`config.mk`:
```
export PLATFORM = sky130hd
export DESIGN_NAME = hpcr_port_config
export DESIGN_NICKNAME = d
export VERILOG_FILES = /design/src/inc/hpcr_pkg.sv /design/src/rtl/hpcr_strap_capture.sv /design/src/rtl/hpcr_lock_field.sv /design/src/rtl/hpcr_port_config.sv
export VERILOG_INCLUDE_DIRS = /design/src /design/src/inc
export SDC_FILE = /design/constraint.sdc
export NUM_CORES = 1
export LEC_CHECK = 0
export BUFFER_PORTS_ARGS = -buffer_cell sky130_fd_sc_hd__buf_4
export CELL_PAD_IN_SITES_DETAIL_PLACEMENT = 1
export CELL_PAD_IN_SITES_GLOBAL_PLACEMENT = 1
export CORE_ASPECT_RATIO = 1.1
export CORE_MARGIN = 8
export CORE_UTILIZATION = 30
export CTS_CLUSTER_DIAMETER = 80
export DETAILED_ROUTE_END_ITERATION = 6
export PLACE_DENSITY = 0.78
export SETUP_SLACK_MARGIN = 0.1
export SYNTH_ARGS = -nofsm -noshare
export SYNTH_HDL_FRONTEND = slang
export SYNTH_SLANG_ARGS = --single-unit
```
`constraint.sdc`:
```
create_clock -name i_mclk -period 1.31 [get_ports i_mclk]
set_input_delay 0.0655 -clock i_mclk [delete_from_list [all_inputs] [get_ports i_mclk]]
set_output_delay 0.0655 -clock i_mclk [all_outputs]
set_load 0.02 [all_outputs]
```
`src/inc/hpcr_map.svh`:
```
`ifndef HPCR_MAP_SVH
`define HPCR_MAP_SVH

// Register offsets within the hub configuration space
`define HPCR_OFS_CHARGE 8'h06
`define HPCR_OFS_REMOVABLE 8'h07
`define HPCR_OFS_USED 8'h08

// Field positions
`define HPCR_FIELD_MSB 3
`define HPCR_FIELD_LSB 0
`define HPCR_UNLOCK_BIT 7

// Reset values
`define HPCR_RST_CHARGE 4'h0
`define HPCR_RST_REMOVABLE 4'h0
`define HPCR_RST_USED 4'hf
`define HPCR_RST_LEGACY 4'h0
`define HPCR_RST_RDATA 8'h00

// Read value of reserved bits; unmapped offsets read HPCR_RST_RDATA
`define HPCR_RSVD_ZERO4 4'h0
`define HPCR_RSVD_ZERO3 3'h0

`endif

```
`src/inc/hpcr_pkg.sv`:
```
package hpcr_pkg;

   // One bit per downstream port, bit 0 is port 1
   typedef logic [3:0] hpcr_port_mask_type;

   // Strap capture sequence after reset release
   typedef enum logic [1:0] {
      HPCR_CAP_FILL1,
      HPCR_CAP_FILL2,
      HPCR_CAP_LOAD,
      HPCR_CAP_DONE
   } hpcr_cap_state_type;

endpackage

```
`src/rtl/hpcr_strap_capture.sv`:
```
`timescale 1ns/1ns
`default_nettype none

module hpcr_strap_capture #(
   parameter int WIDTH = 4
) (
   input wire logic i_mclk, // System clock
   input wire logic i_sys_rst, // Async reset, active high
   input wire logic [WIDTH-1:0] i_pins, // Raw strap pins
   output logic [WIDTH-1:0] o_sync, // Synchronised strap levels
   output logic o_capture // One-cycle load strobe
);

   logic [WIDTH-1:0] meta_q;
   logic [WIDTH-1:0] sync_q;
   hpcr_pkg::hpcr_cap_state_type state_q;

   // Two-stage synchroniser per pin; first stage feeds only the second
   for (genvar g = 0; g < WIDTH; g++) begin : g_sync
      always_ff @(posedge i_mclk or posedge i_sys_rst) begin
         if (i_sys_rst) begin
            meta_q[g] <= 1'b0;
            sync_q[g] <= 1'b0;
         end else begin
            meta_q[g] <= i_pins[g];
            sync_q[g] <= meta_q[g];
         end
      end
   end

   // Wait for the synchroniser to fill, then load once
   always_ff @(posedge i_mclk or posedge i_sys_rst) begin
      if (i_sys_rst) begin
         state_q <= hpcr_pkg::HPCR_CAP_FILL1;
      end else begin
         case (state_q)
            hpcr_pkg::HPCR_CAP_FILL1: state_q <= hpcr_pkg::HPCR_CAP_FILL2;
            hpcr_pkg::HPCR_CAP_FILL2: state_q <= hpcr_pkg::HPCR_CAP_LOAD;
            hpcr_pkg::HPCR_CAP_LOAD: state_q <= hpcr_pkg::HPCR_CAP_DONE;
            default: state_q <= hpcr_pkg::HPCR_CAP_DONE;
         endcase
      end
   end

   assign o_sync = sync_q;
   assign o_capture = (state_q == hpcr_pkg::HPCR_CAP_LOAD);
endmodule

`default_nettype wire

```
`src/rtl/hpcr_lock_field.sv`:
```
`timescale 1ns/1ns
`default_nettype none

module hpcr_lock_field #(
   parameter int WIDTH = 4,
   parameter logic [WIDTH-1:0] RST_VAL = '0
) (
   input wire logic i_mclk, // System clock
   input wire logic i_sys_rst, // Async reset, active high
   input wire logic i_lock, // Field follows OTP while high
   input wire logic i_we, // Accepted write strobe
   input wire logic [WIDTH-1:0] i_wdata, // Write data
   input wire logic [WIDTH-1:0] i_otp, // OTP-derived value
   output logic [WIDTH-1:0] o_value // Current field value
);

   logic [WIDTH-1:0] value_q;
   logic [WIDTH-1:0] value_d;

   // Write beats OTP tracking so an unlocking write lands at once
   always_comb begin
      value_d = value_q;
      if (i_we) begin
         value_d = i_wdata;
      end else if (i_lock) begin
         value_d = i_otp;
      end
   end

   // Tracking OTP while locked means unlocking starts from a sane value
   always_ff @(posedge i_mclk or posedge i_sys_rst) begin
      if (i_sys_rst) begin
         value_q <= RST_VAL;
      end else begin
         value_q <= value_d;
      end
   end

   assign o_value = value_q;
endmodule

`default_nettype wire

```
`src/rtl/hpcr_port_config.sv`:
```
// Overview of operation
// - Reserved bits 7:4 at 0x6 and 6:4 at 0x7 read zero.
// - charge_port_enable bit n enables charging features on port n+1.
// - Strap pins load charge_port_enable once after reset release.
// - In serial mode, EEPROM load or SMBus may rewrite charge_port_enable.
// - Unlock low: removable, used, legacy fields read-only from OTP.
// - One write may set unlock and new removable value together.
// - port_removable bit n: port n+1 device removable (1) or fixed.
// - Locked port_removable reads as inverse of OTP fixed-device bits.
// - port_in_use bit n marks port n+1 used; resets to all ones.
// - port_in_use is read-only unless unlock is set.
// - legacy_speed_only keeps the port's USB 2.0 side in use.
`timescale 1ns/1ns
`default_nettype none
`include "hpcr_map.svh"

module hpcr_port_config #(
   parameter int PORTS = 4
) (
   input wire logic i_mclk, // 20 MHz system clock
   input wire logic i_sys_rst, // Async reset, active high
   input wire logic i_serial_mode, // EEPROM/SMBus configuration mode
   input wire logic i_cfg_wr, // Register write strobe
   input wire logic i_cfg_rd, // Register read strobe
   input wire logic [7:0] i_cfg_addr, // Register offset
   input wire logic [7:0] i_cfg_wdata, // Write data
   input wire logic i_legacy_wr, // legacy_speed_only write strobe
   input wire logic [PORTS-1:0] i_legacy_wdata, // legacy_speed_only data
   input wire logic [PORTS-1:0] i_power_charge_pins, // Charge strap pins
   input wire logic [PORTS-1:0] i_otp_fixed_device, // OTP fixed flags
   input wire logic [PORTS-1:0] i_otp_port_used, // OTP port used
   input wire logic [PORTS-1:0] i_otp_legacy_only, // OTP legacy speed
   output logic [7:0] o_cfg_rdata, // Read data, registered
   output logic o_cfg_rvalid, // Read data valid pulse
   output logic o_cfg_hit, // Last read hit this block
   output logic o_custom_removable_unlock, // Unlock bit
   output logic [PORTS-1:0] o_charge_port_enable, // Charging enables
   output logic [PORTS-1:0] o_port_removable, // Removable flags
   output logic [PORTS-1:0] o_port_in_use, // Port used flags
   output logic [PORTS-1:0] o_legacy_speed_only, // USB 2.0 only flags
   output logic [PORTS-1:0] o_usb2_port_used // Effective USB 2.0 use
);

   logic [PORTS-1:0] strap_sync;
   logic strap_load;
   logic [PORTS-1:0] charge_q;
   logic unlock_q;
   logic [PORTS-1:0] removable;
   logic [PORTS-1:0] in_use;
   logic [PORTS-1:0] legacy;
   logic sel_charge;
   logic sel_removable;
   logic sel_used;
   logic charge_we;
   logic removable_we;
   logic used_we;
   logic legacy_we;
   logic [7:0] rdata_q;
   logic [7:0] rdata_d;
   logic rvalid_q;
   logic hit_q;
   logic hit_d;

   // Strap sampling runs through its own synchroniser
   hpcr_strap_capture #(
      .WIDTH(PORTS)
   ) u_strap (
      .i_mclk(i_mclk),
      .i_sys_rst(i_sys_rst),
      .i_pins(i_power_charge_pins),
      .o_sync(strap_sync),
      .o_capture(strap_load)
   );

   // Offset decode
   assign sel_charge = (i_cfg_addr == `HPCR_OFS_CHARGE);
   assign sel_removable = (i_cfg_addr == `HPCR_OFS_REMOVABLE);
   assign sel_used = (i_cfg_addr == `HPCR_OFS_USED);

   // Write qualification per field
   assign charge_we = i_cfg_wr && sel_charge && i_serial_mode;
   // Incoming unlock bit counts, so one write can unlock and update
   assign removable_we = i_cfg_wr && sel_removable &&
      (unlock_q || i_cfg_wdata[`HPCR_UNLOCK_BIT]);
   assign used_we = i_cfg_wr && sel_used && unlock_q;
   assign legacy_we = i_legacy_wr && unlock_q;

   // Charging enables: strap load wins over a write in the same cycle
   always_ff @(posedge i_mclk or posedge i_sys_rst) begin
      if (i_sys_rst) begin
         charge_q <= `HPCR_RST_CHARGE;
      end else if (strap_load) begin
         charge_q <= strap_sync;
      end else if (charge_we) begin
         charge_q <= i_cfg_wdata[`HPCR_FIELD_MSB:`HPCR_FIELD_LSB];
      end
   end

   // Unlock bit is plain read/write
   always_ff @(posedge i_mclk or posedge i_sys_rst) begin
      if (i_sys_rst) begin
         unlock_q <= 1'b0;
      end else if (i_cfg_wr && sel_removable) begin
         unlock_q <= i_cfg_wdata[`HPCR_UNLOCK_BIT];
      end
   end

   // Removable flags; locked value is the inverted OTP fixed mask
   hpcr_lock_field #(
      .WIDTH(PORTS),
      .RST_VAL(`HPCR_RST_REMOVABLE)
   ) u_removable (
      .i_mclk(i_mclk),
      .i_sys_rst(i_sys_rst),
      .i_lock(!unlock_q),
      .i_we(removable_we),
      .i_wdata(i_cfg_wdata[`HPCR_FIELD_MSB:`HPCR_FIELD_LSB]),
      .i_otp(~i_otp_fixed_device),
      .o_value(removable)
   );

   // Port used flags, all ports used out of reset
   hpcr_lock_field #(
      .WIDTH(PORTS),
      .RST_VAL(`HPCR_RST_USED)
   ) u_used (
      .i_mclk(i_mclk),
      .i_sys_rst(i_sys_rst),
      .i_lock(!unlock_q),
      .i_we(used_we),
      .i_wdata(i_cfg_wdata[`HPCR_FIELD_MSB:`HPCR_FIELD_LSB]),
      .i_otp(i_otp_port_used),
      .o_value(in_use)
   );

   // USB 2.0-only flags, same unlock gate
   hpcr_lock_field #(
      .WIDTH(PORTS),
      .RST_VAL(`HPCR_RST_LEGACY)
   ) u_legacy (
      .i_mclk(i_mclk),
      .i_sys_rst(i_sys_rst),
      .i_lock(!unlock_q),
      .i_we(legacy_we),
      .i_wdata(i_legacy_wdata),
      .i_otp(i_otp_legacy_only),
      .o_value(legacy)
   );

   // Read mux; reserved bits and foreign offsets return zero
   always_comb begin
      rdata_d = `HPCR_RST_RDATA;
      hit_d = 1'b0;
      if (sel_charge) begin
         rdata_d = {`HPCR_RSVD_ZERO4, charge_q};
         hit_d = 1'b1;
      end else if (sel_removable) begin
         rdata_d = {unlock_q, `HPCR_RSVD_ZERO3, removable};
         hit_d = 1'b1;
      end else if (sel_used) begin
         rdata_d = {`HPCR_RSVD_ZERO4, in_use};
         hit_d = 1'b1;
      end
   end

   // Read data held until the next read
   always_ff @(posedge i_mclk or posedge i_sys_rst) begin
      if (i_sys_rst) begin
         rdata_q <= `HPCR_RST_RDATA;
         hit_q <= 1'b0;
      end else if (i_cfg_rd) begin
         rdata_q <= rdata_d;
         hit_q <= hit_d;
      end
   end

   // Read valid strobe
   always_ff @(posedge i_mclk or posedge i_sys_rst) begin
      if (i_sys_rst) begin
         rvalid_q <= 1'b0;
      end else begin
         rvalid_q <= i_cfg_rd;
      end
   end

   assign o_cfg_rdata = rdata_q;
   assign o_cfg_rvalid = rvalid_q;
   assign o_cfg_hit = hit_q;
   assign o_custom_removable_unlock = unlock_q;
   assign o_charge_port_enable = charge_q;
   assign o_port_removable = removable;
   assign o_port_in_use = in_use;
   assign o_legacy_speed_only = legacy;
   // Used flag alone cannot switch off a legacy-only port
   assign o_usb2_port_used = in_use | legacy;
endmodule

`default_nettype wire

```
==> impl_metrics.json, run 1 <==
{
  "regArea_um2": 856,
  "core_mm2": 0.00507,
  "drt-initial-drc-count": 62,
  "status": "completed",
  "drt-wirelength-per-cell_um": 16.8,
  "grt_use_total": 0.124,
  "postSynthAreaPerCell_um2": 10.9,
  "ios": 73,
  "cts-buffers-inserted": 5,
  "critical_path.max_fanout": 4,
  "multi_input_area_um2": 654,
  "crit_chain": "or2_2 -> buf_6",
  "ir_worst_vdd_mv": 0.525,
  "dp_hpwl_um": 3720,
  "timing.final.max_slew_violations": 0,
  "fillerInstances": 566,
  "hp-class": "in -> reg",
  "clkTransAtPathRegs_ns": 0.07,
  "powerDensity_mw_per_mm2": 1130,
  "worst_hold_slack_ns": 0.0162,
  "critPathLaunchType": "register",
  "fmax_mhz": 852,
  "hold_path.startpoint": "i_otp_port_used[0]",
  "arrival_ns": 1.11,
  "nets": 266,
  "yosysTopAreaCell": "dfrtp_1",
  "wirelength_um": 4740,
  "die_h_um": 92.2,
  "first_global_vias": 1497,
  "die_w_um": 85.3,
  "drtAntennaViolNets": 0,
  "vias_per_cell": 4.81,
  "setup_violations": 0,
  "synthCells": 145,
  "startpoint": "u_used.o_value[3]",
  "finalHoldViolCount": 0,
  "seq_area_frac_synth": 0.540,
  "period_needed_ns": 1.17,
  "port_buffers": 66,
  "grt_pass1_wl_um": 7560,
  "cts.sinks": 34,
  "rows": 27,
  "grt_start_max_net_pins": 35,
  "clockBufferDepth": 2,
  "cap_viol_max_count": 0,
  "crit_type": "reg -> out",
  "antenna_found_initial": 0,
  "p_leak_uw": 0.00121,
  "drc": 0,
  "timing.final.crit_share": 0.896,
  "post-synth-top-area-fraction": 0.474,
  "first_pass_iters": 4,
  "cts-root-buf": "clkbuf_8",
  "vias": 1360,
  "synth-seq-cells": 34,
  "synth_area_mm2": 0.00158,
  "setup.worst_path.end_class": "output pin",
  "n_antenna_cell": 0,
  "drive_gt1_frac": 0.422,
  "rsz0062_at_grt": "no",
  "crit_slowest_cell": "dfstp_2",
  "crit_path_max_incr_delay_ns": 0.39,
  "syn_to_final_growth_pct": 51.1,
  "start_util": 0.313,
  "synth.area.top_cells": "dfrtp_1 47%, mux2i_1 10%, dfstp_2 6.6%, a21oi_1 3.8%, nor2_1 2.8%",
  "synth_cell_type_count": 30,
  "gp_routability_congestion": 0.768,
  "die-area_mm2": 0.00786,
  "yosysWarnings": 0,
  "clkLatencyLatePin_ns": 0.29,
  "cts_tree": "done",
  "clock_skew_ns": 0.0101,
  "reg2reg_from": "u_removable.o_value[0]",
  "cp.required_ns": 1.24,
  "h-tree-depth": 2,
  "power_uw": 2710,
  "grt_overflow": 0
}
-- critical path, delay by kind of cell (launching register included) --
family | cells | cell delay (ns)
buffers and inverters | 1 | 0.14
AND/OR/NAND/NOR | 1 | 0.30
flip-flops | 1 | 0.39
-- cell type report --
| cell class | instances | area share |
|---|---|---|
| Clock inverter | 2 | 0.0251 |
| Clock buffer | 6 | 0.0345 |
| Inverter | 8 | 0.0125 |
| Sequential cell | 34 | 0.358 |
| Multi-Input combinational cell | 94 | 0.273 |
| Tap cell | 58 | 0.0303 |
| Timing Repair Buffer | 81 | 0.267 |
-- layer usage --
metal	GRT usage	share of wire	up-vias	wire [µm]
li1	-	-	662	-
met1	0.125	0.38	658	1800
met2	0.226	0.54	34	2570
met3	0.0437	0.063	6	299
met4	0.0482	0.015	0	72
met5	0	0	-	0
-- per-stage QoR --
step                      setup slack [ns]   util  std cells  area (µm²)  setup TNS, ns
after detailed placement            -0.106  0.427        268        2160         -0.704
final                                0.137  0.472        283        2390              0
after floorplan                     0.0865      -        147        1590              0
after global placement             -0.0624  0.427        268        2160         -0.276
after CTS                            0.107  0.467        282        2370              0
after global routing                 0.103  0.472        283        2390              0
-- state kept, by name, indices dropped and copies added, names as in the netlist --
| register | count |
|---|---|
| o_charge_port_enable | 4 |
| o_cfg_rdata | 5 |
| u_strap.state_q | 2 |
| u_strap.meta_q | 4 |
| u_used.o_value | 4 |
| u_legacy.o_value | 4 |
| o_custom_removable_unlock | 1 |
| o_cfg_rvalid | 1 |
| u_strap.o_sync | 4 |
| u_removable.o_value | 4 |
| o_cfg_hit | 1 |
-- cell usage in the layout, fill, tap and decap left out, drive strengths merged, types with 2 or more instances in the layout --
cell,count
or3,4
conb,3
o211ai,5
dfstp,4
buf,75
a22o,4
o2111ai,4
dlygate4sd3,6
nand2,5
inv,8
clkbuf,6
nand4,2
bufinv,2
nand3,2
mux2i,16
or2,5
o21ai,5
dfrtp,30
nor2,12
a21oi,12
nand2b,7
-- power breakdown --
part	internal [µW]	switching (µW)
Sequential	1100	32.3
Clock	812	386
Combinational	197	188
Total	2110	607
-- path summary, 6_finish.rpt --
path | end | slack (ns) | depth (start not counted)
max reg2reg | o_cfg_rdata[0] | 0.23 | 4
min reg2reg | u_strap.o_sync[3] | 0.36 | 0
min in group asynchronous | o_charge_port_enable[2] | 0.44 | 4
max in group asynchronous | u_used.o_value[2] | 0.53 | 4
min | u_used.o_value[0] | 0.02 | 3
max | o_usb2_port_used[3] | 0.14 | 2
-- cell usage after synthesis --
library cell,number
o21ai_0,5
o2111ai_1,4
nand4_1,1
nand2b_1,7
and2_1,1
or2_2,5
and4_1,1
buf_1,2
dfstp_2,4
nand2_1,5
a21o_1,1
o22ai_1,1
nor4_4,1
nand4_2,1
buf_4,3
nand3_1,2
nor4b_4,1
o211ai_1,5
clkbuf_1,3
mux2i_1,16
conb_1,1
a21oi_1,12
buf_2,3
nor2_1,12
nor4bb_1,1
dfrtp_1,30
inv_1,8
or3_1,4
a22o_1,4
and3b_1,1
-- kinds of logic after synthesis --
logic type             after synthesis  share of synthesized area
flip-flops                          34                      0.540
other                                1                    0.00237
AND/OR/NAND/NOR                     43                      0.171
buffers and inverters               19                     0.0545
multiplexers                        16                      0.101
AO/OA/AOI/OAI                       32                      0.130
-- repair_timing --
action,CTS,global route
hold buffers,6,0
gates resized for setup,0,6
setup endpoints to repair,0,4
hold endpoints to repair,35,0
setup buffers,0,1
(Power assumes the default switching activity.)
==> inputs of run 2 (changes only) <==
==> constraint.sdc (replaced) <==
create_clock -name i_mclk -period 1.31 [get_ports i_mclk]
set_input_delay 0 -clock i_mclk [delete_from_list [all_inputs] [get_ports i_mclk]]
set_output_delay 0 -clock i_mclk [all_outputs]
set_load 0.02 [all_outputs]
==> run 2 against run 1 <==
Sequential power about the same. Fmax is 1.1% higher. Largest power group unchanged. Non-clock buffer count up 12. Final area up 4.3%. Count of clock-buffer cells in the layout decreased by 1. Power up 0.42%. Routed wire length rose by 11%. Critical path depth did not move. Core utilization grew 2.0 points. Cell count rose by 4.2%. Clock power is essentially flat. Clock skew is 0.0058 ns lower.
==> impl_metrics.json, run 2 (synthesis gave the netlist of run 1 again) <==
{
  "status": "completed",
  "ios": 73,
  "cts.sinks": 34,
  "die_h_um": 92.2,
  "clock_skew_ns": 0.00436,
  "critPathBufInv": 1,
  "r2r_end": "o_cfg_rdata[0]",
  "period_needed_ns": 1.16,
  "cts-buffers-inserted": 5,
  "n_antenna_cell": 0,
  "path_depth": 2,
  "first_pass_iters": 4,
  "fin_area_mm2": 0.00250,
  "clkLatencyLatePin_ns": 0.29,
  "fmax_mhz": 861,
  "clockBufferDepth": 2,
  "grt_use_total": 0.133,
  "setup_violations": 0,
  "core_mm2": 0.00507,
  "grt_overflow": 0,
  "cap_viol_max_count": 0,
  "crit_path_end": "o_usb2_port_used[0]",
  "setup.worst_path.end_class": "output pin",
  "p_leak_uw": 0.00124,
  "largest_reg_flops": 5,
  "crit_slowest_cell": "dfrtp_1",
  "clock_power_share": 0.432,
  "power.switching_uw": 648,
  "share_comb_of_total_power": 0.153,
  "intPower_uw": 2080,
  "grt_start_max_net_pins": 35,
  "hp-class": "in -> reg",
  "power_frac_seq": 0.415,
  "dp_hpwl_um": 3760,
  "gp_routability_congestion": 0.750,
  "startpoint": "u_legacy.o_value[0]",
  "vias": 1434,
  "critPathLaunchType": "register",
  "p_sw_frac": 0.238,
  "crit_path_max_incr_delay_ns": 0.39,
  "die-area_mm2": 0.00786,
  "mostFrequentLayoutCells": "72 x buf_4, 30 x dfrtp_1, 20 x dlygate4sd3_1, 16 x mux2i_1",
  "cts_tree": "done",
  "h-tree-depth": 2,
  "r2r_slack_ns": 0.17,
  "ir_worst_vdd_mv": 0.620,
  "die_w_um": 85.3,
  "drt-wirelength-per-cell_um": 17.8,
  "timing.final.crit_share": 0.886,
  "arrival_ns": 1.16,
  "timing.final.max_slew_violations": 0,
  "dpl_cell_area_mm2": 0.00215,
  "start_util": 0.313,
  "drc": 0,
  "port_buffers": 66,
  "first_global_vias": 1585,
  "reg2reg_from": "u_removable.o_value[0]",
  "cts-root-buf": "clkbuf_8",
  "syn_to_final_growth_pct": 57.7,
  "crit_type": "reg -> out",
  "clkTransAtPathRegs_ns": 0.08,
  "cp.required_ns": 1.31,
  "dpl_worst_slack_ns": -0.0906,
  "nets": 278,
  "rows": 27,
  "rsz0062_at_grt": "no",
  "powerDensity_mw_per_mm2": 1090,
  "antenna_found_initial": 0,
  "grt_pass1_wl_um": 8160,
  "critical_path.max_fanout": 3,
  "vias_per_cell": 4.86,
  "wirelength_um": 5270,
  "reg2regPathDepth": 4,
  "finalHoldViolCount": 0,
  "drt-initial-drc-count": 63,
  "setup_ws_ns": 0.149,
  "drtAntennaViolNets": 0,
  "crit_family": "flip-flops",
  "final_common_cell": "buf_4",
  "crit_chain": "or2_2 -> buf_4",
  "drive_gt1_frac": 0.392
}
-- run 2: repair_timing --
action | CTS | global route
setup endpoints to repair | 0 | 2
hold endpoints to repair | 51 | 0
setup buffers | 0 | 1
hold buffers | 20 | 0
resized for setup | 0 | 1
-- run 2: worst min path at each step --
stage                                       from                endpoint  slack (ns)  cells past startpoint
after floorplan                         i_cfg_rd            o_cfg_rvalid        0.03                      0
after global placement    i_power_charge_pins[3]       u_strap.meta_q[3]        0.11                      1
after detailed placement  i_power_charge_pins[0]       u_strap.meta_q[0]        0.11                      1
after CTS                      i_legacy_wdata[0]     u_legacy.o_value[0]        0.01                      3
after global routing       i_otp_fixed_device[1]  u_removable.o_value[1]        0.02                      3
final                      i_otp_fixed_device[3]  u_removable.o_value[3]        0.02                      3
-- run 2: cell type report --
type | count | area (µm²)
Clock buffer | 5 | 68.8
Clock inverter | 3 | 68.8
Fill cell | 586 | 2570
Inverter | 8 | 30.0
Multi-Input combinational cell | 94 | 649
Sequential cell | 34 | 856
Tap cell | 58 | 72.6
Timing Repair Buffer | 93 | 752
-- run 2: power groups by stage --
| stage | Sequential (µW) | Clock [µW] | Combinational [µW] |
|---|---|---|---|
| after floorplan | 1180 | 0 | 138 |
| after detailed placement | 1150 | 0 | 367 |
| after global routing | 1130 | 1240 | 447 |
| after CTS | 1130 | 1190 | 418 |
| final | 1130 | 1180 | 417 |
| after global placement | 1150 | 0 | 358 |
-- run 2: through the flow --
stage	hold slack [ns]	utilization	setup TNS, ns	power [µW]	cells
after CTS	0.0104	0.491	0	2740	294
after global placement	0.110	0.424	-0.170	1500	266
after global routing	0.0226	0.493	0	2820	295
final	0.0157	0.493	0	2720	295
after detailed placement	0.111	0.424	-0.540	1520	266
after floorplan	0.0314	-	0	1310	147
-- run 2: worst min-delay path: stages --
cell      delay (ns)
buf_4           0.07
or3_1           0.10
o211ai_1        0.08
-- run 2: metal layers --
layer / part of all wire / wire length, µm / global-route usage
met3: 0.043 / 225 / 0.0366
met5: 0 / 0 / 0
met4: 0.020 / 104 / 0.0599
met1: 0.39 / 2040 / 0.137
met2: 0.55 / 2900 / 0.246
